==> config.mk <==
export PLATFORM = sky130hd
export DESIGN_NAME = glitch_free_clock_selector
export DESIGN_NICKNAME = d
export VERILOG_FILES = /design/src/clock_mux_pkg.sv /design/src/glitch_free_clock_selector.sv
export SDC_FILE = /design/constraint.sdc
export NUM_CORES = 1
export LEC_CHECK = 0
export ABC_AREA = 1
export BUFFER_PORTS_ARGS = -buffer_cell sky130_fd_sc_hd__buf_2
export CORE_AREA = 2 2 113 115
export DETAILED_ROUTE_END_ITERATION = 10
export DIE_AREA = 0 0 115 117
export PLACE_DENSITY = 0.56
export SYNTH_ARGS = -nofsm -noshare
export SYNTH_HDL_FRONTEND = slang
export SYNTH_SLANG_ARGS = --single-unit
==> constraint.sdc <==
create_clock -name clock -period 1.3 [get_ports clock]
set_clock_uncertainty 0.15 [all_clocks]
set_input_delay 0.325 -clock clock [delete_from_list [all_inputs] [get_ports clock]]
set_output_delay 0.325 -clock clock [all_outputs]
set_load 0.01 [all_outputs]
==> src/clock_mux_pkg.sv <==
// Shared constants and types for the glitch-free global clock selector bank
package clock_mux_pkg;

	// Number of independent selector channels in the bank
	localparam int NUM_BUFS = 16;
	// Most global clocks one quadrant may receive
	localparam int QUAD_LIMIT = 8;

	// Per-channel inputs from the driving logic
	typedef struct packed {
		logic src0; // Clock input 0 (also the gated-buffer input)
		logic src1; // Clock input 1
		logic sel;  // Source select, mux mode
		logic ce;   // Clock enable, gated-buffer mode
	} chan_in_t;

	// Path state of one channel
	typedef enum logic {
		ST_RUN,
		ST_PARK
	} path_state_t;

	// Values after reset
	localparam path_state_t STATE_RESET = ST_PARK;
	localparam logic SRC_RESET = 1'h0;

endpackage : clock_mux_pkg

==> src/glitch_free_clock_selector.sv <==
// Bank of glitch-free 2:1 clock selectors, each also usable as a gated clock driver
`timescale 1ns/100ps

module glitch_free_clock_selector #(
	parameter int NUM_BUFS = clock_mux_pkg::NUM_BUFS,
	parameter logic [NUM_BUFS-1:0] STOP_HIGH = '0,
	parameter logic [NUM_BUFS-1:0] GATED_MODE = '0
) (
	input wire logic clock,
	input wire logic nrst,
	input wire clock_mux_pkg::chan_in_t chan_in [NUM_BUFS],
	output logic [NUM_BUFS-1:0] clk_out,
	output logic [NUM_BUFS-1:0] src_active
);

	// Edge of a sampled clock into the given level
	function automatic logic edge_to(input logic now, input logic was, input logic level);
		return (now == level) && (was != level);
	endfunction : edge_to

	clock_mux_pkg::path_state_t state_q [NUM_BUFS];
	clock_mux_pkg::path_state_t state_d [NUM_BUFS];
	logic [NUM_BUFS-1:0] src_q;
	logic [NUM_BUFS-1:0] src_d;
	logic [NUM_BUFS-1:0] out_q;
	logic [NUM_BUFS-1:0] out_d;
	logic [NUM_BUFS-1:0] samp0_q;
	logic [NUM_BUFS-1:0] samp0_d;
	logic [NUM_BUFS-1:0] samp1_q;
	logic [NUM_BUFS-1:0] samp1_d;

	logic [NUM_BUFS-1:0] want_src;
	logic [NUM_BUFS-1:0] want_run;
	logic [NUM_BUFS-1:0] cur_in;
	logic [NUM_BUFS-1:0] cur_was;
	logic [NUM_BUFS-1:0] new_in;
	logic [NUM_BUFS-1:0] new_was;
	logic [NUM_BUFS-1:0] pending;
	logic [NUM_BUFS-1:0] drain_edge;
	logic [NUM_BUFS-1:0] start_edge;

	for (genvar i = 0; i < NUM_BUFS; i++) begin : g_chan
		// gated mode uses src0 and the enable
		assign want_src[i] = GATED_MODE[i] ? 1'h0 : chan_in[i].sel;
		assign want_run[i] = GATED_MODE[i] ? chan_in[i].ce : 1'h1;
		assign cur_in[i] = src_q[i] ? chan_in[i].src1 : chan_in[i].src0;
		assign cur_was[i] = src_q[i] ? samp1_q[i] : samp0_q[i];
		assign new_in[i] = want_src[i] ? chan_in[i].src1 : chan_in[i].src0;
		assign new_was[i] = want_src[i] ? samp1_q[i] : samp0_q[i];
		// a change is pending while select differs from the owner or, in gated mode, the enable is low
		assign pending[i] = (want_src[i] != src_q[i]) || !want_run[i];
		assign drain_edge[i] = edge_to(cur_in[i], cur_was[i], STOP_HIGH[i]);
		assign start_edge[i] = edge_to(new_in[i], new_was[i], !STOP_HIGH[i]);
	end

	// Next state of every channel
	always_comb begin
		samp0_d = '0;
		samp1_d = '0;
		src_d = src_q;
		out_d = out_q;
		for (int i = 0; i < NUM_BUFS; i++) begin
			samp0_d[i] = chan_in[i].src0;
			samp1_d[i] = chan_in[i].src1;
			state_d[i] = state_q[i];
			case (state_q[i])
				// output follows the live source only
				clock_mux_pkg::ST_RUN: begin
					out_d[i] = cur_in[i];
					// park on old clock entering stop level
					if (pending[i] && drain_edge[i]) begin
						out_d[i] = STOP_HIGH[i];
						state_d[i] = clock_mux_pkg::ST_PARK;
					end
				end
				clock_mux_pkg::ST_PARK: begin
					out_d[i] = STOP_HIGH[i];
					src_d[i] = want_src[i];
					// release on new clock leaving stop level
					if (want_run[i] && start_edge[i]) begin
						out_d[i] = new_in[i];
						state_d[i] = clock_mux_pkg::ST_RUN;
					end
				end
				default: begin
					out_d[i] = STOP_HIGH[i];
					state_d[i] = clock_mux_pkg::ST_PARK;
				end
			endcase
		end
	end

	// Channel registers
	always_ff @(posedge clock) begin
		if (!nrst) begin
			for (int i = 0; i < NUM_BUFS; i++) begin
				state_q[i] <= clock_mux_pkg::STATE_RESET;
			end
			src_q <= {NUM_BUFS{clock_mux_pkg::SRC_RESET}};
			out_q <= STOP_HIGH;
			samp0_q <= STOP_HIGH;
			samp1_q <= STOP_HIGH;
		end else begin
			for (int i = 0; i < NUM_BUFS; i++) begin
				state_q[i] <= state_d[i];
			end
			src_q <= src_d;
			out_q <= out_d;
			samp0_q <= samp0_d;
			samp1_q <= samp1_d;
		end
	end

	// Outputs straight from flops
	assign clk_out = out_q;
	assign src_active = src_q;

	// Checks per channel
	for (genvar i = 0; i < NUM_BUFS; i++) begin : g_chk
		chk_out_follows_src: assert property (
			@(posedge clock) disable iff (!nrst)
			(state_q[i] == clock_mux_pkg::ST_RUN) |=> (clk_out[i] == $past(cur_in[i])))
			else $error("running output does not follow its source");
		chk_park_stop_level: assert property (
			@(posedge clock) disable iff (!nrst)
			(state_q[i] == clock_mux_pkg::ST_PARK) |-> (clk_out[i] == STOP_HIGH[i]))
			else $error("parked output is not at stop level");
		chk_no_early_drop: assert property (
			@(posedge clock) disable iff (!nrst)
			(state_q[i] == clock_mux_pkg::ST_RUN && !drain_edge[i])
			|=> (state_q[i] == clock_mux_pkg::ST_RUN))
			else $error("output parked without an edge into stop level");
		chk_drain_on_edge: assert property (
			@(posedge clock) disable iff (!nrst)
			(state_q[i] == clock_mux_pkg::ST_RUN && pending[i] && drain_edge[i])
			|=> (state_q[i] == clock_mux_pkg::ST_PARK) && (clk_out[i] == STOP_HIGH[i]))
			else $error("pending change not parked on old clock edge");
		chk_release_on_edge: assert property (
			@(posedge clock) disable iff (!nrst)
			(state_q[i] == clock_mux_pkg::ST_PARK && want_run[i] && start_edge[i])
			|=> (state_q[i] == clock_mux_pkg::ST_RUN) && (clk_out[i] != STOP_HIGH[i])
			&& (src_active[i] == $past(want_src[i])))
			else $error("release not on new clock edge");
		chk_gate_source: assert property (
			@(posedge clock) disable iff (!nrst)
			GATED_MODE[i] |-> ##1 (src_active[i] == 1'h0))
			else $error("gated channel left input 0");
		chk_gate_holds: assert property (
			@(posedge clock) disable iff (!nrst)
			(GATED_MODE[i] && state_q[i] == clock_mux_pkg::ST_PARK && !chan_in[i].ce)
			|=> (state_q[i] == clock_mux_pkg::ST_PARK))
			else $error("gated channel ran with enable low");
		chk_channel_alone: assert property (
			@(posedge clock) disable iff (!nrst)
			($changed(clk_out[i]) && $past(state_q[i] == clock_mux_pkg::ST_RUN))
			|-> (clk_out[i] == $past(cur_in[i])))
			else $error("channel output moved without its own source");

		// Guards on ownership, output edges, reset and restart
		chk_src_held_run: assert property (
			@(posedge clock) disable iff (!nrst)
			(state_q[i] == clock_mux_pkg::ST_RUN) |=> (src_active[i] == $past(src_active[i])))
			else $error("source owner changed while running");
		chk_edge_from_source: assert property (
			@(posedge clock) disable iff (!nrst)
			$changed(clk_out[i])
			|-> ($past(cur_in[i] != cur_was[i]) || $past(new_in[i] != new_was[i])))
			else $error("output moved without a source edge");
		chk_park_retarget: assert property (
			@(posedge clock) disable iff (!nrst)
			(state_q[i] == clock_mux_pkg::ST_PARK) |=> (src_active[i] == $past(want_src[i])))
			else $error("parked channel did not take new select");
		chk_reset_parks: assert property (
			@(posedge clock)
			!nrst |=> (state_q[i] == clock_mux_pkg::ST_PARK) && (clk_out[i] == STOP_HIGH[i])
			&& (src_active[i] == 1'h0))
			else $error("reset did not park the channel");
		chk_gate_restarts: assert property (
			@(posedge clock) disable iff (!nrst)
			(GATED_MODE[i] && state_q[i] == clock_mux_pkg::ST_PARK && chan_in[i].ce
			&& start_edge[i]) |=> (state_q[i] == clock_mux_pkg::ST_RUN))
			else $error("gated channel missed its restart edge");
		chk_mux_restarts: assert property (
			@(posedge clock) disable iff (!nrst)
			(!GATED_MODE[i] && state_q[i] == clock_mux_pkg::ST_PARK && start_edge[i])
			|=> (state_q[i] == clock_mux_pkg::ST_RUN))
			else $error("selector missed the new clock edge");

		cov_switch_done: cover property (
			@(posedge clock) disable iff (!nrst)
			(state_q[i] == clock_mux_pkg::ST_PARK) ##1 (state_q[i] == clock_mux_pkg::ST_RUN)
			&& $changed(src_active[i]));
		cov_park: cover property (
			@(posedge clock) disable iff (!nrst)
			(state_q[i] == clock_mux_pkg::ST_RUN) ##1 (state_q[i] == clock_mux_pkg::ST_PARK));
		cov_gate_restart: cover property (
			@(posedge clock) disable iff (!nrst)
			GATED_MODE[i] && $rose(chan_in[i].ce)
			##[1:20] (state_q[i] == clock_mux_pkg::ST_RUN));
		cov_retarget: cover property (
			@(posedge clock) disable iff (!nrst)
			(state_q[i] == clock_mux_pkg::ST_PARK) && $changed(src_active[i])
			##1 (state_q[i] == clock_mux_pkg::ST_PARK) && $changed(src_active[i]));
		cov_gate_stop: cover property (
			@(posedge clock) disable iff (!nrst)
			GATED_MODE[i] && $fell(chan_in[i].ce)
			##[1:20] (state_q[i] == clock_mux_pkg::ST_PARK));
	end

endmodule : glitch_free_clock_selector

==> results by group, run 1 <==
Die
  • Core Region: 0.0123 sq mm
  • Die width: 115 microns
  • DIE HEIGHT: 117 microns
  • I/O pin count: 98
  • Row count: 41
  • Full die area: 0.0135 sq mm
  • Effective utilization at floorplan: 0.292

Synthesis
  • Leading cell types by total area after synthesis: dfxtp_1 (45%), nand2_1 (19%), inv_1 (13%), nand3_1 (8.9%), a21oi_1 (4.3%)
  • Top cell type by total area after synthesis: dfxtp_1
  • Average size of a mapped cell: 6.59 sq um
  • Net count of the mapped netlist: 611
  • Post-Syn Area: 0.00359 sq mm
  • Sequential area share after synthesis: 0.446
  • #FFs+latches synth: 80
  • Count of different cell masters after synthesis: 15
  • Count of mapped cells out of synthesis: 545
  • Synthesis Warnings: 0
  • Yosys top cell area share: 0.446

Drt
  • DRC: 0
  • Post-detailed-routing wire length: 7.98 mm
  • Post-DRT Antenna Nets: 0
  • Initial drt markers: 190
  • Post-detailed-route via-to-cell ratio: 4.38
  • Mean routed wirelength per cell: 9.95 microns
  • Routed via count: 3509
  • Pre-antenna DRT Iters: 4

Cells and area
  • Area delta synth->final: 29.5%
  • Post-layout instance count excluding filler cells: 802
  • Area used by multi-input combinational logic: 0.00144 sq mm
  • Count of antenna diodes in the layout: 0
  • Fill cell count: 1327
  • Net count reported at finish: 713
  • Reg area: 0.00163 sq mm
  • Fraction of layout instances using a drive strength above 1: 0.206
  • Final Instance Area: 0.00465 sq mm

STA
  • Setup repair after global routing missed its margin: true
  • Hold Violations, Final: 0
  • Worst Tran Pin Value: 205 ps
  • Ratio of final minimum period to clock period: 0.987
  • Number of max-slew violations in the final report: 0
  • Headroom to the max-slew limit: 0.863
  • Achievable frequency: 0.779 GHz
  • Final critical-path required period: 1280 ps
  • Setup violation total in the final timing report: 0

Critical path
  • Arr. time, crit path: 810 ps
  • Critical path type: flop to output pin
  • Slowest stage cell, crit path: dfxtp_4
  • Crit path launch type: flop
  • Top fanout value on the critical path: 5
  • CP Data Required Time: 820 ps
  • Setup slack of the most critical reg-to-reg path: 220 ps
  • Critical path's top delay family: flip-flops
  • CP peak stage delay: 360 ps
  • Number of buffer and inverter stages on the critical path: 1
  • Worst path cell trace: buf_6
  • Endpoint kind of the worst setup timing path: output pin

Global routing
  • Antenna violations before repair: 0
  • Total GRT Usage: 0.125
  • Via count of the first global-routing pass: 3118
  • Wire length of the first global-routing pass: 13.4 mm
  • Maximum number of pins on one net before global-route repair: 34
  • Total congestion overflow after global routing: 0

Clock network
  • Buffer depth of the longest clock path: 2
  • Insertion delay of the later-clocked pin in the worst-skew pair: 330 ps
  • CTS buffer count: 9
  • Clock-pin slew of the registers on the worst-case setup and hold paths: 60 ps
  • TritonCTS sink count: 80
  • H-Tree Level Count: 3
  • Root buffer cell: clkbuf_16
  • TritonCTS clock tree: yes

Placed design
  • DP Area: 0.00417 sq mm
  • Placed cell count: 771
  • RD Place Congestion: 0.843
  • HPWL reported at the end of detailed placement: 5.65 mm
  • Buffers added on ports: 81

Power
  • Post-route total power: 6.12 mW
  • IR Drop Worst-Case VDD: 0.000598 V
  • Pleak: 2.72 nW
  • Power Dens Cells: 1310 mW/mm^2

Run status
  • Outcome: completed

Run
  • Count of max-cap constraint violations: 0

Worst hold path
  • Path category of the worst min-delay check: primary input to flop
## worst paths after layout
path | startpoint | to | cells past startpoint
worst min-delay path | chan_in[27] | samp0_q[9]$_SDFF_PN0_ | 3
worst max-delay path | src_active[9]$_SDFFE_PN0P_ | src_active[9] | 1
worst min register to register | state_q[1][7]$_SDFF_PN1_ | src_active[15]$_SDFFE_PN0P_ | 1
worst max register to register | src_active[15]$_SDFFE_PN0P_ | state_q[1][7]$_SDFF_PN1_ | 6
## registers in the layout (all words and copies together) (netlist names)
| name | count |
|---|---|
| src_active | 16 |
| samp1_q | 16 |
| state_q | 16 |
| clk_out | 16 |
| samp0_q | 16 |
## final cells by class
class	count	share of cell area
clock buffers	11	0.0543
clock inverters	5	0.00672
inverters	126	0.102
multi-input cells	331	0.309
flip-flops and latches	80	0.351
well taps	150	0.0403
repair buffers	99	0.137
## worst min-delay path: cells and delay by family
family                 cells  cell delay (ps)
AND/OR/NAND/NOR            1               40
buffers and inverters      2              140
## synthesized netlist by cell type
cell type and n:
a21oi_2 1, nor2_1 15, dfxtp_1 80, nand3_1 64
buf_8 1, nand2_1 186, buf_4 2, nand3b_1 3
a21oi_1 31, o21ai_2 1, nand4_1 15, buf_2 1
buf_6 4, inv_1 126, o21ai_0 15
## metrics by stage
stage	setup slack, ps	hold slack, ps	TNS, ps	utilization
after floorplan	313	268	0	-
after global placement	182	320	0	0.338
after detailed placement	130	318	0	0.338
after CTS	-10.3	29.1	-12.5	0.372
after global routing	-13.0	52.0	-18.0	0.378
final	17.0	47.8	0	0.378
## metal layers
layer,track usage,up-vias,wire [microns]
li1,-,1860,-
met1,0.147,1541,3540
met2,0.201,84,3670
met3,0.0417,24,537
met4,0.0667,0,235
met5,0,-,0
## kinds of logic (layout without fill, tap and decap cells)
kind of cell           after synthesis  in the layout  share of synthesized area
and+or+nand+nor                    283            283                      0.331
buffers and inverters              134            241                      0.154
DFF                                 80             80                      0.446
AOI/OAI and AO/OA                   48             48                     0.0689
## cell usage in the layout, fill, tap and decap left out, drive strengths merged
master	netlist	routed
nor2	15	15
dfxtp	80	80
nand3b	3	3
o21ai	16	16
clkinv	0	4
nand2	186	186
a21oi	32	32
nand4	15	15
clkbuf	0	11
clkinvlp	0	1
nand3	64	64
inv	126	126
buf	8	99
## report_power, final
| group | switching [mW] | leakage, nW | internal (mW) |
|---|---|---|---|
| Sequential | 0.119 | 0.672 | 2.65 |
| Combinational | 0.531 | 1.91 | 0.428 |
| Clock | 0.995 | 0.141 | 1.39 |
## what timing repair did
| item | in CTS | in global routing |
|---|---|---|
| hold buffers | 0 | 0 |
| endpoints found under the hold margin | 0 | 0 |
| pin swaps | 0 | 0 |
| gates cloned | 0 | 0 |
| resized for setup | 24 | 7 |
| endpoints found under the setup margin | 16 | 9 |
| buffers inserted | 10 | 5 |
Note: power is estimated with default switching activity, not from simulation.
==> run 2, diff against run 1 <==
CORE_AREA = 2 2 98 100   (was 2 2 113 115)
DIE_AREA = 0 0 100 102   (was 0 0 115 117)
PLACE_DENSITY = 0.69   (was 0.56)
==> results by group, run 2 (synthesis gave the netlist of run 1 again) <==
Critical path
  • Critical path's top delay family: flip-flops
  • CP peak stage delay: 370 ps
  • Number of buffer and inverter stages on the critical path: 1
  • Arr. time, crit path: 830 ps
  • Crit path launch type: flop
  • Top fanout value on the critical path: 5
  • Endpoint kind of the worst setup timing path: output pin
  • R2R cell count: 7
  • CP Data Required Time: 820 ps
  • Crit. path cell count: 1
  • Worst path cell trace: buf_6
  • Critical path type: flop to output pin
  • Slowest stage cell, crit path: dfxtp_4

Global routing
  • Maximum number of pins on one net before global-route repair: 28
  • Antenna violations before repair: 0
  • Via count of the first global-routing pass: 3240
  • Total congestion overflow after global routing: 0
  • Total GRT Usage: 0.157
  • Wire length of the first global-routing pass: 13.1 mm

STA
  • Post-route setup slack: -2.51 ps
  • Final critical-path required period: 1300 ps
  • Worst Tran Pin Value: 224 ps
  • Smallest hold slack: 35.0 ps
  • Setup repair after global routing missed its margin: true
  • Hold Violations, Final: 0
  • Setup violation total in the final timing report: 1
  • Ratio of final minimum period to clock period: 1.00
  • Fin Setup TNS: -2.51 ps
  • Number of max-slew violations in the final report: 0
  • Achievable frequency: 0.768 GHz
  • Headroom to the max-slew limit: 0.850

Clock network
  • H-Tree Level Count: 3
  • Total of hold buffers inserted after clock tree synthesis: 0
  • Root buffer cell: clkbuf_8
  • CTS buffer count: 9
  • TritonCTS sink count: 80
  • Clock-pin slew of the registers on the worst-case setup and hold paths: 80 ps
  • Insertion delay of the later-clocked pin in the worst-skew pair: 340 ps
  • Buffer depth of the longest clock path: 2
  • TritonCTS clock tree: yes

Die
  • Row count: 35
  • Full die area: 0.0102 sq mm
  • Effective utilization at floorplan: 0.395
  • Core Region: 0.00911 sq mm
  • DIE HEIGHT: 102 microns
  • I/O pin count: 98
  • Die width: 100 microns

Drt
  • Initial drt markers: 98
  • Mean routed wirelength per cell: 10.0 microns
  • Post-DRT Antenna Nets: 0
  • Routed via count: 3521
  • Pre-antenna DRT Iters: 4
  • DRC: 0
  • Post-detailed-routing wire length: 7.70 mm
  • Post-detailed-route via-to-cell ratio: 4.58

Cells and area
  • Count of antenna diodes in the layout: 0
  • Area delta synth->final: 28.4%
  • Final core utilization: 0.507
  • Most frequent cells in the layout: nand2_1 (186), inv_1 (126), nand3_1 (64)
  • Fraction of layout instances using a drive strength above 1: 0.216
  • Post-layout instance count excluding filler cells: 769
  • Net count reported at finish: 719
  • Final Instance Area: 0.00461 sq mm
  • Most frequent standard cell in the layout excluding fill and tap cells: nand2_1

Power
  • IR Drop Worst-Case VDD: 0.000564 V
  • Internal power: 3.99 mW
  • Power Dens Cells: 1200 mW/mm^2
  • Switching Share: 0.277
  • Proportion of power drawn by combinational gates: 0.181
  • Switch Pwr: 1.53 mW
  • Pleak: 2.72 nW
  • Part of the power in the clock network: 0.315
  • Register share of total power: 0.504
  • Post-route total power: 5.52 mW

Placed design
  • DP Area: 0.00413 sq mm
  • RD Place Congestion: 0.887
  • Placed cell count: 734
  • HPWL reported at the end of detailed placement: 5.64 mm
  • Buffers added on ports: 81
  • Pre-CTS worst setup slack: 135 ps

Run
  • Count of max-cap constraint violations: 0

Worst hold path
  • Number of stages on the worst hold path: 3
  • Path category of the worst min-delay check: primary input to flop

Run status
  • Outcome: finished, violations left
  • Failing checks: negative setup slack
-- run 2: cell types whose count changed in the layout (fill, tap and decap cells not counted), sizes merged --
cell / previous run / this run
buf: 99 / 105
bufinv: 0 / 1
clkbuf: 11 / 9
clkinv: 4 / 5
-- run 2: timing repair --
item                       4_1_cts  5_1_grt
setup endpoints to repair       18       18
resized for setup               32       11
setup buffers                   12        7
pin swaps                        0        0
-- run 2: worst paths after layout --
| kind | start | endpoint | slack, ps |
|---|---|---|---|
| worst min-delay path | chan_in[59] | samp0_q[1]$_SDFF_PN0_ | 30 |
| worst max-delay path | src_active[0]$_SDFFE_PN0P_ | src_active[0] | -3 |
| worst min register to register | state_q[1][4]$_SDFF_PN1_ | clk_out[12]$_SDFF_PN0_ | 330 |
| worst max register to register | src_active[11]$_SDFFE_PN0P_ | state_q[1][3]$_SDFF_PN1_ | 130 |
-- run 2: layer usage --
layer	share of wire	track usage	routed length (microns)	vias to the layer above
met2	0.51	0.287	3960	71
met5	0	0	0	-
met4	0.014	0.0790	106	0
met1	0.43	0.177	3330	1570
li1	-	-	-	1872
met3	0.041	0.0267	313	8
-- run 2: layout make-up --
cell class | count | area (sq um)
multi-input cells | 331 | 1440
well taps | 111 | 139
clock buffers | 9 | 124
fillers | 908 | 4490
flip-flops and latches | 80 | 1640
clock inverters | 7 | 62.6
inverters | 126 | 473
repair buffers | 105 | 742
-- run 2: power by group through the flow --
stage	clock (mW)	combinational (mW)	sequential, mW
after floorplan	0	0.496	2.86
final	1.74	1.00	2.78
after CTS	1.82	0.951	2.78
after global routing	1.92	1.15	2.81
after global placement	0	0.818	2.83
after detailed placement	0	0.844	2.84
